<file path="src/shared/mrps_pkg.sv">
// Purpose: constants and types for the mii/rmii status and pin select block
// Assumes: 32-bit ahb-lite register window, one word per register
// Notes: byte offsets, field positions and reset values live here only
package mrps_pkg;

   // register byte offsets
   localparam logic [7:0] OFS_CTRL = 8'h00;
   localparam logic [7:0] OFS_STAT = 8'h04;
   localparam logic [7:0] OFS_MASK = 8'h08;
   localparam logic [7:0] OFS_STRAP = 8'h0C;

   // sticky status bit positions
   localparam int ST_COL = 0;
   localparam int ST_CRS = 1;
   localparam int ST_SFD = 2;
   localparam int ST_STRAP = 3;
   localparam int ST_W = 4;

   // strap register: live state bits above the held straps
   localparam int SR_CRS = 6;
   localparam int SR_COL = 7;

   // start-of-frame delimiter, first received bit in the msb
   localparam logic [7:0] SFD_BYTE = 8'hAB;

   // indicator function select codes
   typedef enum logic [1:0] {
      LED_ACT,
      LED_SPEED,
      LED_IRQ,
      LED_PME
   } mrps_led_fsel_t;

   // wakeup_ctrl_status_reg layout
   typedef struct packed {
      logic pme_on_rxd2;
      mrps_led_fsel_t led_b;
      mrps_led_fsel_t led_a;
   } mrps_ctrl_t;

   // configuration straps as sampled from the pins
   typedef struct packed {
      logic irq_pin_function_strap;
      logic core_regulator_disable_strap;
      logic reduced_interface_select_strap;
      logic opmode_strap_bit2;
      logic opmode_strap_bit1;
      logic opmode_strap_bit0;
   } mrps_strap_t;

   // receive-side indications from the line decoder
   typedef struct packed {
      logic non_idle;
      logic carrier;
      logic collision;
      logic ten_mb;
      logic [3:0] nib;
   } mrps_rx_t;

   localparam logic [4:0] CTRL_RST = 5'h04;
   localparam logic [ST_W-1:0] STAT_RST = 4'h0;
   localparam logic [ST_W-1:0] MASK_RST = 4'h0;
   localparam logic [5:0] STRAP_RST = 6'h27;

endpackage : mrps_pkg

</file>
<file path="src/rtl/mrps_top.sv">
// Purpose: mac-facing status outputs, rmii 10 Mb sfd gating, strap latch
//          and routing of interrupt and power-event onto shared pins
// Assumes: rx_i, tx_en_i and friends come from logic on hclk; straps,
//          the system reset pin and the tx error pin are asynchronous
// Notes: ahb-lite slave, writes zero wait, reads one wait state
//
// Functional notes
// - mii mode raises collision output while a medium collision is seen
// - rmii 10 Mb half duplex never loops own transmit onto rxd
// - mii mode drives carrier sense while a carrier is detected
// - straps sampled at power-on and each system reset, then held
// - default operating mode from three held mode strap bits
// - indicator a shows activity, speed, irq or pme per select field
// - interrupt active low, on shared pin by default, or on indicators
// - active-low power event, routable to indicators or, in rmii mode only, rxd2 pin
// - regulator-off strap high disables the core regulator
// - interface strap low selects mii, high selects rmii
// - irq strap high: shared pin is irq; low: tx error input
`timescale 1ns/1ns
module mrps_top #(
   parameter int DATA_W = 32
) (
   input wire logic hclk,
   input wire logic hresetn,
   input wire logic hsel,
   input wire logic [31:0] haddr,
   input wire logic [1:0] htrans,
   input wire logic hwrite,
   input wire logic [2:0] hsize,
   input wire logic hready,
   input wire logic [DATA_W-1:0] hwdata,
   output logic [DATA_W-1:0] hrdata,
   output logic hreadyout,
   output logic hresp,
   input wire logic sys_rst_pin_n,
   input wire mrps_pkg::mrps_strap_t strap_pins,
   input wire mrps_pkg::mrps_rx_t rx_i,
   input wire logic tx_en_i,
   input wire logic half_duplex_i,
   input wire logic link_act_i,
   input wire logic link_speed_i,
   input wire logic pme_req_i,
   input wire logic tx_symbol_bit4_pin,
   output logic mii_col,
   output logic mii_crs,
   output logic crs_dv,
   output logic [3:0] rxd,
   output logic strap_pins_oe,
   output logic indicator_out_a,
   output logic indicator_out_b,
   output logic irq_out_n,
   output logic irq_pin_o,
   output logic irq_pin_oe,
   output logic tx_symbol_bit4,
   output logic power_event_out_n,
   output logic core_regulator_off,
   output logic rmii_mode,
   output logic [2:0] opmode,
   output logic irq
);

   // the bus model and field packing assume a 32-bit data path
   if (DATA_W != 32)
   begin : g_chk
      $error("mrps_top: DATA_W must be 32");
   end

   // indicator function mux, shared by both indicator pins
   function automatic logic led_drive(
      input mrps_pkg::mrps_led_fsel_t fsel,
      input logic act,
      input logic spd,
      input logic irqn,
      input logic pmen);
      logic v;
      v = act;
      unique case (fsel)
         mrps_pkg::LED_ACT: v = act;
         mrps_pkg::LED_SPEED: v = spd;
         mrps_pkg::LED_IRQ: v = irqn;
         mrps_pkg::LED_PME: v = pmen;
      endcase
      return v;
   endfunction : led_drive

   logic srst_q1_ff;
   logic srst_q2_ff;
   logic srst_prev_ff;
   mrps_pkg::mrps_strap_t strap_q1_ff;
   mrps_pkg::mrps_strap_t strap_q2_ff;
   mrps_pkg::mrps_strap_t strap_ff;
   logic tx_symbol_bit4_q1_ff;
   logic tx_symbol_bit4_q2_ff;
   logic por_done_ff;
   mrps_pkg::mrps_ctrl_t ctrl_ff;
   logic [mrps_pkg::ST_W-1:0] stat_ff;
   logic [mrps_pkg::ST_W-1:0] mask_ff;
   logic [7:0] a_ff;
   logic wr_ff;
   logic rd_ff;
   logic [DATA_W-1:0] hrdata_ff;
   logic hreadyout_ff;
   logic [7:0] sfd_sr_ff;
   logic sfd_seen_ff;
   logic col_ff;
   logic crs_ff;
   logic crs_dv_ff;
   logic [3:0] rxd_ff;
   logic pins_oe_ff;
   logic led_a_ff;
   logic led_b_ff;
   logic irq_n_ff;
   logic irq_pin_o_ff;
   logic irq_pin_oe_ff;
   logic tx_symbol_bit4_ff;
   logic pme_n_ff;
   logic irq_ff;

   // system reset pin and straps cross in through two flops
   always_ff @(posedge hclk or negedge hresetn)
   begin
      if (!hresetn)
      begin
         srst_q1_ff <= 1'b0;
         srst_q2_ff <= 1'b0;
         strap_q1_ff <= mrps_pkg::STRAP_RST;
         strap_q2_ff <= mrps_pkg::STRAP_RST;
         tx_symbol_bit4_q1_ff <= 1'b0;
         tx_symbol_bit4_q2_ff <= 1'b0;
      end
      else
      begin
         srst_q1_ff <= sys_rst_pin_n;
         srst_q2_ff <= srst_q1_ff;
         strap_q1_ff <= strap_pins;
         strap_q2_ff <= strap_q1_ff;
         tx_symbol_bit4_q1_ff <= tx_symbol_bit4_pin;
         tx_symbol_bit4_q2_ff <= tx_symbol_bit4_q1_ff;
      end
   end

   // strap capture window: power-on and all of a system reset, plus one
   // cycle so the sync chain has flushed its reset value; the last
   // sample taken in the window is what is held
   wire in_sreset = !srst_q2_ff;
   wire capture = !por_done_ff || in_sreset || !srst_prev_ff;
   wire quiet = capture;
   wire strap_done = (!por_done_ff) || (srst_q2_ff && !srst_prev_ff);

   always_ff @(posedge hclk or negedge hresetn)
   begin
      if (!hresetn)
      begin
         por_done_ff <= 1'b0;
         srst_prev_ff <= 1'b0;
         strap_ff <= mrps_pkg::STRAP_RST;
      end
      else
      begin
         por_done_ff <= 1'b1;
         srst_prev_ff <= srst_q2_ff;
         if (capture)
            strap_ff <= strap_q2_ff;
      end
   end

   // mode decode from the held straps
   wire is_rmii = strap_ff.reduced_interface_select_strap;
   wire irq_on_pin = strap_ff.irq_pin_function_strap;

   // ahb-lite address phase qualification
   wire a_take = hsel && htrans[1] && hready;
   wire w_ctrl = wr_ff && (a_ff == mrps_pkg::OFS_CTRL);
   wire w_stat = wr_ff && (a_ff == mrps_pkg::OFS_STAT);
   wire w_mask = wr_ff && (a_ff == mrps_pkg::OFS_MASK);

   // read mux; unmapped offsets read as zero
   wire [DATA_W-1:0] rd_ctrl = {27'h0000000, ctrl_ff};
   wire [DATA_W-1:0] rd_stat = {28'h0000000, stat_ff};
   wire [DATA_W-1:0] rd_mask = {28'h0000000, mask_ff};
   wire [DATA_W-1:0] rd_strap = {24'h000000, col_ff, crs_ff, strap_ff};
   wire [DATA_W-1:0] rd_word =
      (a_ff == mrps_pkg::OFS_CTRL) ? rd_ctrl :
      (a_ff == mrps_pkg::OFS_STAT) ? rd_stat :
      (a_ff == mrps_pkg::OFS_MASK) ? rd_mask :
      (a_ff == mrps_pkg::OFS_STRAP) ? rd_strap : 32'h00000000;

   // a read holds hreadyout low for one cycle so the word is registered
   always_ff @(posedge hclk or negedge hresetn)
   begin
      if (!hresetn)
      begin
         a_ff <= 8'h00;
         wr_ff <= 1'b0;
         rd_ff <= 1'b0;
         hreadyout_ff <= 1'b1;
         hrdata_ff <= 32'h00000000;
      end
      else
      begin
         if (hready)
         begin
            a_ff <= haddr[7:0];
            wr_ff <= a_take && hwrite;
            rd_ff <= a_take && !hwrite;
         end
         if (a_take && !hwrite)
            hreadyout_ff <= 1'b0;
         else if (rd_ff && !hreadyout_ff)
         begin
            hreadyout_ff <= 1'b1;
            hrdata_ff <= rd_word;
         end
      end
   end

   // sfd search on the rmii dibit stream, first bit is rxd bit 0
   wire rx_go = is_rmii && rx_i.non_idle && !quiet;
   wire [7:0] nxt_sfd_sr = {sfd_sr_ff[5:0], rx_i.nib[0], rx_i.nib[1]};
   wire sfd_hit = rx_go && rx_i.ten_mb && !sfd_seen_ff
      && (nxt_sfd_sr == mrps_pkg::SFD_BYTE);

   always_ff @(posedge hclk or negedge hresetn)
   begin
      if (!hresetn)
      begin
         sfd_sr_ff <= 8'h00;
         sfd_seen_ff <= 1'b0;
      end
      else if (!rx_go)
      begin
         sfd_sr_ff <= 8'h00; // the search restarts on every frame
         sfd_seen_ff <= 1'b0;
      end
      else
      begin
         sfd_sr_ff <= nxt_sfd_sr;
         if (sfd_hit)
            sfd_seen_ff <= 1'b1;
      end
   end

   // receive output selection; the dibit that completes the sfd is
   // itself still held low, data flows from the next one
   wire hold10 = rx_i.ten_mb && !sfd_seen_ff;
   wire echo = rx_i.ten_mb && half_duplex_i && tx_en_i;
   wire rm_pass = rx_go && !hold10 && !echo;
   wire [1:0] rm_dibit = rm_pass ? rx_i.nib[1:0] : 2'b00;
   wire pme_n = !pme_req_i;
   wire rm_bit2 = ctrl_ff.pme_on_rxd2 ? pme_n_ff : 1'b0;
   wire [3:0] mii_nib = quiet ? 4'h0 : rx_i.nib;
   wire [3:0] nxt_rxd = is_rmii ? {1'b0, rm_bit2, rm_dibit} : mii_nib;

   // status pins toward the mac
   wire nxt_col = !is_rmii && !quiet && rx_i.collision;
   wire nxt_crs = !is_rmii && !quiet && rx_i.carrier;
   wire nxt_crs_dv = rx_go;

   // events: rising collision, rising carrier, sfd found, straps held
   wire ev_crs = (is_rmii ? nxt_crs_dv && !crs_dv_ff : nxt_crs && !crs_ff);
   wire [mrps_pkg::ST_W-1:0] ev;
   assign ev[mrps_pkg::ST_COL] = nxt_col && !col_ff;
   assign ev[mrps_pkg::ST_CRS] = ev_crs;
   assign ev[mrps_pkg::ST_SFD] = sfd_hit;
   assign ev[mrps_pkg::ST_STRAP] = strap_done;

   // write-one-to-clear; an event in the clearing cycle still sets
   wire [mrps_pkg::ST_W-1:0] st_clr =
      w_stat ? hwdata[mrps_pkg::ST_W-1:0] : 4'h0;
   wire [mrps_pkg::ST_W-1:0] nxt_stat = (stat_ff & ~st_clr) | ev;
   wire nxt_irq = |(nxt_stat & mask_ff);

   always_ff @(posedge hclk or negedge hresetn)
   begin
      if (!hresetn)
      begin
         ctrl_ff <= mrps_pkg::CTRL_RST;
         stat_ff <= mrps_pkg::STAT_RST;
         mask_ff <= mrps_pkg::MASK_RST;
      end
      else
      begin
         stat_ff <= nxt_stat;
         if (w_ctrl)
            ctrl_ff <= hwdata[4:0];
         if (w_mask)
            mask_ff <= hwdata[mrps_pkg::ST_W-1:0];
      end
   end

   // indicators pick their source from the wakeup control field
   wire nxt_led_a = led_drive(ctrl_ff.led_a, link_act_i, link_speed_i,
      irq_n_ff, pme_n_ff);
   wire nxt_led_b = led_drive(ctrl_ff.led_b, link_act_i, link_speed_i,
      irq_n_ff, pme_n_ff);

   // mac-facing pins; shared strap pins stay undriven while straps
   // are sampled so the external resistors set the level
   always_ff @(posedge hclk or negedge hresetn)
   begin
      if (!hresetn)
      begin
         col_ff <= 1'b0;
         crs_ff <= 1'b0;
         crs_dv_ff <= 1'b0;
         rxd_ff <= 4'h0;
         pins_oe_ff <= 1'b0;
      end
      else
      begin
         col_ff <= nxt_col;
         crs_ff <= nxt_crs;
         crs_dv_ff <= nxt_crs_dv;
         rxd_ff <= nxt_rxd;
         pins_oe_ff <= !quiet;
      end
   end

   // interrupt, power event, shared pin and indicator drivers
   always_ff @(posedge hclk or negedge hresetn)
   begin
      if (!hresetn)
      begin
         irq_ff <= 1'b0;
         irq_n_ff <= 1'b1;
         irq_pin_o_ff <= 1'b1;
         irq_pin_oe_ff <= 1'b0;
         tx_symbol_bit4_ff <= 1'b0;
         pme_n_ff <= 1'b1;
         led_a_ff <= 1'b0;
         led_b_ff <= 1'b0;
      end
      else
      begin
         irq_ff <= nxt_irq;
         irq_n_ff <= !nxt_irq;
         irq_pin_o_ff <= !nxt_irq;
         irq_pin_oe_ff <= irq_on_pin && !quiet;
         tx_symbol_bit4_ff <= irq_on_pin ? 1'b0 : tx_symbol_bit4_q2_ff;
         pme_n_ff <= pme_n;
         led_a_ff <= nxt_led_a;
         led_b_ff <= nxt_led_b;
      end
   end

   // bus outputs; every response is okay
   assign hrdata = hrdata_ff;
   assign hreadyout = hreadyout_ff;
   assign hresp = 1'b0;

   // pin outputs, all straight from flops
   assign mii_col = col_ff;
   assign mii_crs = crs_ff;
   assign crs_dv = crs_dv_ff;
   assign rxd = rxd_ff;
   assign strap_pins_oe = pins_oe_ff;
   assign indicator_out_a = led_a_ff;
   assign indicator_out_b = led_b_ff;
   assign irq_out_n = irq_n_ff;
   assign irq_pin_o = irq_pin_o_ff;
   assign irq_pin_oe = irq_pin_oe_ff;
   assign tx_symbol_bit4 = tx_symbol_bit4_ff;
   assign power_event_out_n = pme_n_ff;
   assign irq = irq_ff;

   // held strap values; regulator stays on unless the strap was high
   assign core_regulator_off = strap_ff.core_regulator_disable_strap;
   assign rmii_mode = strap_ff.reduced_interface_select_strap;
   assign opmode = {strap_ff.opmode_strap_bit2, strap_ff.opmode_strap_bit1,
      strap_ff.opmode_strap_bit0};

endmodule : mrps_top

</file>
<file path="config.mk">
export PLATFORM = sky130hd
export DESIGN_NAME = mrps_top
export DESIGN_NICKNAME = d
export VERILOG_FILES = /design/src/shared/mrps_pkg.sv /design/src/rtl/mrps_top.sv
export SDC_FILE = /design/constraint.sdc
export NUM_CORES = 1
export LEC_CHECK = 0
export BUFFER_PORTS_ARGS = -buffer_cell sky130_fd_sc_hd__clkbuf_2
export CAP_MARGIN = 10
export CORE_MARGIN = 1.5
export CORE_UTILIZATION = 46
export DETAILED_ROUTE_END_ITERATION = 8
export HOLD_SLACK_MARGIN = 0.12
export PLACE_DENSITY_LB_ADDON = 0.08
export SYNTH_ARGS = -nofsm -noshare
export SYNTH_HDL_FRONTEND = slang
export SYNTH_SLANG_ARGS = --single-unit
</file>
<file path="constraint.sdc">
create_clock -name hclk -period 2.59 [get_ports hclk]
set_input_delay 0.1295 -clock hclk [delete_from_list [all_inputs] [get_ports hclk]]
set_output_delay 0.1295 -clock hclk [all_outputs]
set_load 0.005 [all_outputs]
</file>
Word-level counts from Yosys, hierarchy flattened
Index checks and enable logic that the tools add are counted.
Word-level totals
  register bits: 102
  input port bits: 95
  logic and storage cells: 132
Cells by class
  eq/ne operators: 11
  muxes and demuxes: 18
  bitwise operators: 5
  reduce and logical (&&, ||, !) cells: 50
Operator list (count)
  $mux W8: 4
  $logic_and A1 B1 Y1: 26
  $eq A8 B4 Y1 const B: 2
  $logic_not A1 Y1: 15
  $mux W4: 3
  $and A4 B4 Y4: 2
  $eq A2 B2 Y1 const B: 4
  $eq A8 B3 Y1 const B: 1
  $eq A8 B8 Y1 const B: 1
  $logic_not A8 Y1: 1
  $pmux W1 S4: 2
  $mux W1: 7
  $mux W6: 1
  $eq A2 B1 Y1 const B: 2
  $logic_not A2 Y1: 2
  $not A4 Y4: 1
  $or A4 B4 Y4: 1
  $reduce_or A4 Y1: 1
  $logic_or A1 B1 Y1: 3
  $mux W2: 1
  $ne A2 B2 Y1 const B: 1
  $reduce_and A2 Y1: 1
  $reduce_bool A2 Y1: 1
  $not A1 Y1: 1

Logic depth before layout (Yosys ltp)
Gate-level depths: netlist of run 1.
  word-level depth: 12
  depth in mapped cells: 6
  depth with buffers taken out: 5

Worst setup path after synthesis of run 1
OpenSTA, ideal clock, no wires.
  kind: flip-flop to flip-flop
  start point: reg a_ff[1]
  end point: reg ctrl_ff[0] in the netlist's numbering
  arrival: 1786 ps
  path slack: 679 ps
  cell stages (with the launch flop): 5
  path buffers: 0
  period minus slack after synthesis: 1911 ps
  cells stage by stage: dfrtp_1 > nor4_4 > nor3b_4 > nor4b_4 > mux2_2
Between the ends
  word-level cells in the longest chain between the ends: 2
RTL lines
  start, declared: RTL line mrps_top.sv:98  | logic [7:0] a_ff;
  start signal, assigned: RTL line mrps_top.sv:203  | a_ff <= haddr[7:0];
  $logic_not A8 Y1: RTL line mrps_top.sv:173  | wire w_ctrl = wr_ff && (a_ff == mrps_pkg::OFS_CTRL);
  $logic_and A1 B1 Y1: RTL line mrps_top.sv:173
  end signal, assigned: RTL line mrps_top.sv:277  | ctrl_ff <= mrps_pkg::CTRL_RST;
  end signal, assigned: RTL line mrps_top.sv:285  | ctrl_ff <= hwdata[4:0];
  end, declared: RTL line mrps_top.sv:95  | mrps_pkg::mrps_ctrl_t ctrl_ff;
No other way between the ends.
A chain may end at the register's enable or synchronous reset.

Worst setup path in the final report of run 1
  start point: reg a_ff[1]
  end point: reg mask_ff[2] in the netlist's numbering
Between the ends
  word-level cells in the longest chain between the ends: 2
RTL lines
  $eq A8 B4 Y1: RTL line mrps_top.sv:175  | wire w_mask = wr_ff && (a_ff == mrps_pkg::OFS_MASK);
  $logic_and A1 B1 Y1: RTL line mrps_top.sv:175
  end signal, assigned: RTL line mrps_top.sv:279  | mask_ff <= mrps_pkg::MASK_RST;
  end signal, assigned: RTL line mrps_top.sv:287  | mask_ff <= hwdata[mrps_pkg::ST_W-1:0];
  end, declared: RTL line mrps_top.sv:97  | logic [mrps_pkg::ST_W-1:0] mask_ff;
No other way between the ends.

==> results.cfg, run 1 <==
[global_route]
antenna_found_initial = 0
grt_max_degree = 79
grt.busiest_layer = met2
use_met1_pct = 22.95
overflow = 0
use_met2_pct = 27.34
grt_usage_pct = 17.42
grt_pass1_vias = 2017
met3_usage_pct = 3.850
grt_pass1_wl_mm = 9.625

[worst_setup_path]
cp-end-kind = register
critical_path_class = register to register
cp.required_ns = 2.82
crit_chain = nor4_4 > nor3b_4 > buf_4 > nand4b_1 > mux2_2
slowest_stage = nor4_4
worstPathArrival_ns = 2.27
cp_max_fo = 7
cp_slowest_stage_delay_ns = 0.42
startpoint_type = register

[final_layout]
utilization_pct = 60.82
drive_gt1_share_pct = 37.29
syn_to_final_growth_pct = 28.73
num_antenna_cells = 0
nets = 452

[synth]
ys.flop_type = dfrtp_1
yosysUniqueCellTypes = 36
synthCells = 246
synth_most_common_cell = dfrtp_1
yosys_register_bits = 78
synth_top_area_cell = dfrtp_1
synth.top_cell.area_share_pct = 48.88
synth-seq-area-share_pct = 62.12
netlist_top_cells_count = 62 x dfrtp_1, 32 x nand2_1, 26 x buf_4
syn_area_per_cell_um2 = 12.90
synth_edf_count = 0
syn_area_um2 = 3174
netlist_top_cells_area = dfrtp_1 49%, dfstp_2 13%, buf_4 6.1%
ys_async_sr_fraction_pct = 100.0
ys_warn_count = 0

[clock_tree]
clk-insertion-delay-late_ns = 0.34
post_cts_resize_count = 0
clkTransAtPathRegs_ns = 0.08
cts_max_level = 3
cts_tree = yes
post_cts_buffers = 0
root_buffer = clkbuf_8
clock_path_buffers = 2
numClockSinks = 78
cts_inserted_buffers = 9

[power]
pwr-share-clk_pct = 38.3
pwr-share-seq_pct = 52.9
p_switching_mw = 0.5871
intPower_mw = 1.959
p_leak_nw = 1.973
combPwrFrac_pct = 8.9
p_per_area_nw_per_um2 = 622.9
ir_drop_mv = 0.3310
p_sw_share_pct = 23.06

[floorplanning]
die_y_um = 86.07
rows = 30
die_x_um = 86.07
start_util_pct = 47.24
dieArea_um2 = 7408
io_pins = 150
core_um2 = 6719

[timing]
setup_tns_ns = 0
finalCriticalPeriod_ns = 2.042
relSlewSlack_pct = 36.53
tightest_slew_ns = 0.9520
final.period_utilization_pct = 78.86
hold_violations = 0
final.setup_skew_ns = 0.007469
timing.hold.ws_ns = 0.1641
setup_viol = 0
fmax_ghz = 0.4896
slew_viol_final = 0
rsz0062_at_grt = no

[routing]
vias = 2109
drc = 0
ant_nets = 0
wl_mm = 5.831
post_drt_via_cell_ratio = 4.771
routedWlPerCell_um = 13.19
drt-pass1-iter-count = 4
drt_iter0_drc = 127

[place]
finalWeightedCongestion = 0.7411
place_hpwl_mm = 4.004
numPortBuffers = 69

[job]
maxCapViolCount = 0

[outcome]
outcome = complete, no violations

[min_path]
hp-class = input pin to register
## registers in the layout, indices dropped and copies added, names as in the netlist, 3 cells and up
signal / flops
strap_q1_ff: 6
opmode: 3
sfd_sr_ff: 6
hrdata: 8
strap_q2_ff: 6
stat_ff: 4
a_ff: 8
rxd: 4
ctrl_ff: 5
mask_ff: 4
## cell type report
cell class              count  area [um^2]
clock buffers              10        127.6
clock inverters             6        86.33
fillers                   565         2633
inverters                  12        45.04
multi-input cells         148         1030
flip-flops and latches     78         1972
well taps                  80        100.1
repair buffers            108        725.7
## power by group through the flow
stage | Clock, mW | Combinational [mW] | Sequential, mW
6_report | 0.975 | 0.225 | 1.35
2_1_floorplan | 0 | 0.132 | 1.35
3_3_place_gp | 0 | 0.186 | 1.37
4_1_cts | 0.998 | 0.227 | 1.35
3_5_place_dp | 0 | 0.189 | 1.37
5_1_grt | 1.06 | 0.253 | 1.36
## path summary, 6_finish.rpt
kind | from | to | slack, ns | cells after the start
max | a_ff[1]$_DFFE_PN0P_ | mask_ff[2]$_DFFE_PN0P_ | 0.55 | 5
min | hsel | rd_ff$_DFFE_PN0P_ | 0.16 | 3
max reg2reg | a_ff[1]$_DFFE_PN0P_ | mask_ff[2]$_DFFE_PN0P_ | 0.55 | 5
min reg2reg | tx_symbol_bit4_q1_ff$_DFF_PN0_ | tx_symbol_bit4_q2_ff$_DFF_PN0_ | 0.35 | 0
max in group asynchronous | hresetn | mask_ff[2]$_DFFE_PN0P_ | 1.50 | 2
min in group asynchronous | hresetn | a_ff[4]$_DFFE_PN0P_ | 0.48 | 2
## layer usage
metal	vias up	wire, um
met3	9	232
li1	1014	-
met5	-	0
met2	68	2782
met4	0	121
met1	1018	2694
## logic make-up (layout without fill, tap and decap cells)
kind of cell           after synthesis  after routing  share of synthesized area, %
AO/OA/AOI/OAI                       25             25                         4.967
buffers and inverters               44            136                         8.277
flip-flops                          78             78                         62.12
multiplexers                        23             23                         10.29
other                                2             26                        0.2366
AND/OR/NAND/NOR                     74             74                         14.11
## timing repair
item / CTS / global route
hold endpoints to repair: 99 / 1
hold buffers: 33 / 1
endpoints found under the setup margin: 0 / 0
## placed cells by master (no fill, tap or decap), types with 5 or more instances in the layout
cell type      synthesis  final
and2_1                10     10
buf_4                 26      6
clkbuf_2               0     68
clkbuf_8               0      9
conb_1                 2     26
dfrtp_1               62     62
dfstp_2               16     16
dlygate4sd3_1          0     34
inv_1                 11     11
mux2_2                17     17
mux4_2                 6      6
nand2_1               32     32
nand3_1                7      7
nor3b_1                5      5
o21ai_0               12     12
## stage by stage
stage | instances | area, um^2 | worst slack (ns) | power (mW)
2_1_floorplan | 270 | 3264 | 0.6793 | 1.479
3_3_place_gp | 392 | 3532 | 0.5383 | 1.554
3_5_place_dp | 392 | 3532 | 0.5122 | 1.558
4_1_cts | 441 | 4076 | 0.5226 | 2.572
5_1_grt | 442 | 4086 | 0.4102 | 2.665
6_report | 442 | 4086 | 0.5475 | 2.546
## worst max-delay path, delay by kind of cell, from the launching register on
family | cells | cell delay (ns)
buf+inv | 1 | 0.17
flops | 1 | 0.41
mux | 1 | 0.38
simple gates | 3 | 0.98
(Power assumes the default switching activity.)
==> inputs of run 2 (changes only) <==
ABC_AREA = 1   (was unset)
CORE_UTILIZATION = 42   (was 46)
clock period = 1.65 ns   (was 2.59 ns; I/O delays follow)
==> run 2 against run 1 <==
Combinational power is 90% higher. Critical path depth down 1. Critical endpoint is now indicator_out_b$_DFF_PN0_. Fmax increased by 41%. Highest routed layer unchanged. Routed wire length increased by 7.6%. Worst setup slack got worse by 0.34 ns.
==> results.cfg, run 2 <==
[routing]
routedWlPerCell_um = 11.56
drc = 0
ant_nets = 0
post_drt_via_cell_ratio = 4.333
drt-pass1-iter-count = 5
vias = 2353
wl_mm = 6.276
drt_iter0_drc = 114

[synth]
netlist_top_cells_area = dfrtp_1 48%, dfstp_2 13%, nand2_1 8.2%
synth_adder_area_share_pct = 0
synth-seq-area-share_pct = 61.56
ys_warn_count = 0
synth_most_common_cell = nand2_1
synthCells = 321
synth.top_cell.area_share_pct = 48.44
synth_top_family_by_area = simple AND/OR/NAND/NOR gates
ys.flop_type = dfrtp_1
synthMuxAreaShare_pct = 2.109
synth_compound_area_share_pct = 5.977
syn_area_um2 = 3203
synth_top_area_cell = dfrtp_1
yosys.area_share.simple_pct = 18.71
synth_edf_count = 0
syn_area_per_cell_um2 = 9.978
yosys_register_bits = 78
yosysUniqueCellTypes = 30
ys_async_sr_fraction_pct = 100.0
synth_xor_area_share_pct = 0
netlist_top_cells_count = 70 x nand2_1, 62 x dfrtp_1, 33 x inv_1

[global_route]
antenna_found_initial = 0
overflow = 0
use_met2_pct = 26.52
grt_usage_pct = 16.96
grt.busiest_layer = met2
grt_max_degree = 49
grt_pass1_wl_mm = 10.65
grt_pass1_vias = 2254
use_met1_pct = 22.56
met3_usage_pct = 3.199

[clock_tree]
cts_tree = yes
clock_path_buffers = 2
cts_inserted_buffers = 9
root_buffer = clkbuf_8
post_cts_buffers = 0
cts_max_level = 3
clkTransAtPathRegs_ns = 0.08
numClockSinks = 78
clk-insertion-delay-late_ns = 0.35
post_cts_resize_count = 0

[power]
p_per_area_nw_per_um2 = 946.4
fin_total_pwr_mw = 3.958
p_leak_nw = 2.166
ir_drop_mv = 0.5835

[job]
maxCapViolCount = 0

[place]
finalWeightedCongestion = 0.7955
numPortBuffers = 69
place_hpwl_mm = 4.448

[worst_setup_path]
cp_slowest_stage_delay_ns = 0.55
slowest_stage = dfstp_2
cp.required_ns = 1.88
cp_max_fo = 4
critical_path_class = register to register
critPathBufInv = 2
path_delay_family = buffers and inverters
worstPathArrival_ns = 1.67
cp-end-kind = register
crit_chain = inv_1 > nor2_1 > o22ai_1 > dlygate4sd3_1
startpoint_type = register

[final_layout]
final_common_cell = nand2_1
nets = 534
syn_to_final_growth_pct = 30.55
final_cell_mix = 70 x nand2_1, 68 x clkbuf_2, 62 x dfrtp_1, 37 x dlygate4sd3_1, 33 x inv_1
utilization_pct = 57.04
num_antenna_cells = 0
drive_gt1_share_pct = 30.86

[min_path]
hp-class = input pin to register

[timing]
setup_viol = 0
setup_tns_ns = 0
hold_violations = 0
final.period_utilization_pct = 87.68
rsz0062_at_grt = no
fmax_ghz = 0.6912
timing.hold.ws_ns = 0.1288
final.setup_skew_ns = 0.008345
finalCriticalPeriod_ns = 1.447
slew_viol_final = 0

[floorplanning]
dieArea_um2 = 8160
core_um2 = 7331
io_pins = 150
start_util_pct = 43.69
rows = 31
die_y_um = 90.33
die_x_um = 90.33

[outcome]
outcome = complete, no violations
[run 2: changes by cell type in the layout (fill, tap and decap cells not counted), sizes merged, moves of 6 or more]
cell,before,now
and2,10,0
mux4,6,0
nand3,7,17
inv,11,44
nand2,32,76
o21ai,12,19
mux2,17,6
nor2,0,33
nor3b,6,0
[run 2: metrics by stage]
stage	area, um^2	instances	worst slack, ns
final	4182	543	0.2033
after global routing	4182	543	0.02050
after CTS	4182	543	0.1966
after detailed placement	3615	490	0.2161
after global placement	3615	490	0.2182
after floorplan	3293	345	0.3969
[run 2: worst paths after layout]
check	from	to	slack (ns)	depth (start not counted)
worst max register to register	ctrl_ff[2]$_DFFE_PN1P_	indicator_out_b$_DFF_PN0_	0.20	4
worst min-delay path	hready	a_ff[3]$_DFFE_PN0P_	0.13	3
max in group asynchronous	hresetn	power_event_out_n$_DFF_PN1_	0.80	3
min in group asynchronous	hresetn	srst_q2_ff$_DFF_PN0_	0.21	2
worst min register to register	strap_q1_ff[5]$_DFF_PN1_	strap_q2_ff[5]$_DFF_PN1_	0.35	0
worst max-delay path	ctrl_ff[2]$_DFFE_PN1P_	indicator_out_b$_DFF_PN0_	0.20	4
[run 2: tightest hold or removal path: cells and delay by family]
family	cells	cell delay [ns]
buffers and inverters	1	0.19
and+or+nand+nor	1	0.09
AOI/OAI and AO/OA	1	0.06
[run 2: report_power, final]
part / total, mW / switching (mW) / internal (mW)
sequential: 2.12 / 0.0730 / 2.05
clock: 1.41 / 0.706 / 0.703
combinational: 0.427 / 0.217 / 0.210
[run 2: cell type report]
class | count | area (um^2)
well taps | 99 | 123.9
inverters | 42 | 157.7
clock buffers | 9 | 123.9
repair buffers | 112 | 775.7
fillers | 681 | 3149
flip-flops and latches | 78 | 1972
multi-input cells | 196 | 955.9
clock inverters | 7 | 72.57
[run 2: cell families (layout without fill, tap and decap cells)]
logic type / count (synthesis) / count (layout)
AO/OA/AOI/OAI: 33 / 33
buffers and inverters: 71 / 170
flip-flops: 78 / 78
multiplexers: 6 / 6
other: 2 / 26
AND/OR/NAND/NOR: 131 / 131
[run 2: routing by layer]
metal / up-vias / wire length [um]
met4: 0 / 122
met5: - / 0
met1: 1077 / 2934
met3: 9 / 258
met2: 72 / 2960
li1: 1195 / -
[run 2: timing repair]
action                                  in CTS  in global routing
hold buffers                                37                  0
endpoints found under the hold margin      115                  0
endpoints found under the setup margin       0                  0
==> inputs of run 3 (changes only) <==
CELL_PAD_IN_SITES_DETAIL_PLACEMENT = 1   (was unset)
CELL_PAD_IN_SITES_GLOBAL_PLACEMENT = 1   (was unset)
CORE_UTILIZATION = 30   (was 42)
==> run 3 against run 2 <==
Worst setup slack got worse by 0.031 ns. Non-clock buffer count is 5 higher. Core utilization down 16 points. Final area is 2.4% higher. Critical endpoint is now irq$_DFF_PN0_. Largest cell class unchanged. Largest power group unchanged. Highest routed layer unchanged.
==> results.cfg, run 3 (synthesis results as in run 2) <==
[clock_tree]
clkTransAtPathRegs_ns = 0.09
numClockSinks = 78
cts_inserted_buffers = 9
root_buffer = clkbuf_8
clock_path_buffers = 2
cts_tree = yes
cts_max_level = 3
clk-insertion-delay-late_ns = 0.35
post_cts_buffers = 0

[floorplanning]
core_um2 = 10320
rows = 37
dieArea_um2 = 11310
io_pins = 150
die_x_um = 106.3
start_util_pct = 31.03
die_y_um = 106.3

[global_route]
grt_max_degree = 27
grt_pass1_vias = 2551
grt_usage_pct = 14.27
grt_pass1_wl_mm = 12.28
antenna_found_initial = 0
overflow = 0

[worst_setup_path]
crit_chain = nor2_4 > nand2_1 > nor2_4 > nand3_1 > nand2_1 > nand2_1 > nand2_1 > nand2_2 > inv_2 > nand2_2
path_delay_family = simple AND/OR/NAND/NOR gates
slowest_stage = dfrtp_1
cp_max_fo = 8
critical_path_class = register to register
critPathBufInv = 1
startpoint_type = register
cp-end-kind = register
critPathMostFrequentCell = nand2_1
worstPathArrival_ns = 1.72
cp.required_ns = 1.89
cp_slowest_stage_delay_ns = 0.42

[routing]
vias = 2425
drt-pass1-iter-count = 4
drt_iter0_drc = 69
post_drt_via_cell_ratio = 4.145
ant_nets = 0
wl_mm = 7.387
routedWlPerCell_um = 12.63
drc = 0

[timing]
setup_tns_ns = 0
final.period_utilization_pct = 89.53
final.setup_skew_ns = 0.009584
fmax_ghz = 0.6769
hold_violations = 0
slew_viol_final = 0
setup_viol = 0
finalCriticalPeriod_ns = 1.477
rsz0062_at_grt = no

[outcome]
outcome = complete, no violations

[power]
ir_drop_mv = 0.4175
p_per_area_nw_per_um2 = 942.5
fin_total_pwr_mw = 4.035
p_leak_nw = 2.189

[final_layout]
fill_cells = 1189
drive_gt1_share_pct = 31.85
final_area_um2 = 4282
final_common_cell = nand2_1
nets = 539
final_cell_mix = 70 x nand2_1, 68 x clkbuf_2, 62 x dfrtp_1, 37 x dlygate4sd3_1, 33 x inv_1
num_antenna_cells = 0
instances_no_fill = 585
syn_to_final_growth_pct = 33.67

[place]
numPortBuffers = 69
finalWeightedCongestion = 0.7176
dp.cells = 532
postPlaceCellArea_um2 = 3699
place_hpwl_mm = 5.469

[min_path]
hp-class = input pin to register

[job]
maxCapViolCount = 0
## run 3: cell count changes in the layout (fill, tap and decap cells not counted), sizes merged
cell / before / now
inv: 44 / 43
buf: 7 / 12
clkinv: 2 / 1
clkinvlp: 2 / 3
clkbuf: 77 / 78
## run 3: per-stage QoR
stage / setup WS (ns) / hold slack, ns / utilization [%]
finish: 0.1727 / 0.1332 / 41.47
global route: 0.01468 / 0.1371 / 41.47
CTS: 0.1074 / 0.1201 / 41.43
detailed placement: 0.1319 / 0.02419 / 35.83
global placement: 0.1572 / 0.01972 / 35.83
floorplan: 0.3969 / -0.2131 / -
## run 3: cell type report
| type | count | area (um^2) | area share (%) |
|---|---|---|---|
| clock buffer | 10 | 137.6 | 3.214 |
| clock inverter | 6 | 70.07 | 1.636 |
| inverter | 42 | 157.7 | 3.682 |
| multi-input combinational | 196 | 960.9 | 22.44 |
| sequential | 78 | 1972 | 46.05 |
| tap | 136 | 170.2 | 3.974 |
| timing repair buffer | 117 | 813.3 | 18.99 |
## run 3: metal layers
| metal | vias to the layer above | routed length, um | global-route usage [%] |
|---|---|---|---|
| li1 | 1198 | - | - |
| met1 | 1154 | 3284 | 17.42 |
| met2 | 63 | 3673 | 24.38 |
| met3 | 10 | 326 | 3.801 |
| met4 | 0 | 103 | 4.633 |
| met5 | - | 0 | 0 |
## run 3: worst paths after layout
kind                                     startpoint                           to  slack [ns]  depth (start not counted)
max                             a_ff[1]$_DFFE_PN0P_                irq$_DFF_PN0_        0.17                         10
min                                         rx_i[4]      sfd_seen_ff$_DFFE_PN0P_        0.13                          5
max reg2reg                     a_ff[1]$_DFFE_PN0P_                irq$_DFF_PN0_        0.17                         10
min reg2reg                strap_q1_ff[4]$_DFF_PN0_     strap_q2_ff[4]$_DFF_PN0_        0.35                          0
max in group asynchronous                   hresetn  power_event_out_n$_DFF_PN1_        0.87                          3
min in group asynchronous                   hresetn     strap_q1_ff[4]$_DFF_PN0_        0.18                          2
## run 3: worst reg2reg max path: stages (launching register included)
cell and delay [ns]:
dfrtp_1 0.42, nor2_4 0.15, nand2_1 0.10, nor2_4 0.20, nand3_1 0.11, nand2_1 0.07, nand2_1 0.07, nand2_1 0.08
nand2_2 0.08, inv_2 0.06, nand2_2 0.04
## run 3: where the power goes
part	switching, mW	internal, mW
logic	0.228	0.217
clock network	0.723	0.747
registers	0.0731	2.05
total	1.02	3.01
## run 3: repair_timing
item,CTS,global route
setup endpoints to repair,0,4
hold endpoints to repair,114,0
gates resized for setup,0,1
hold buffers,37,0
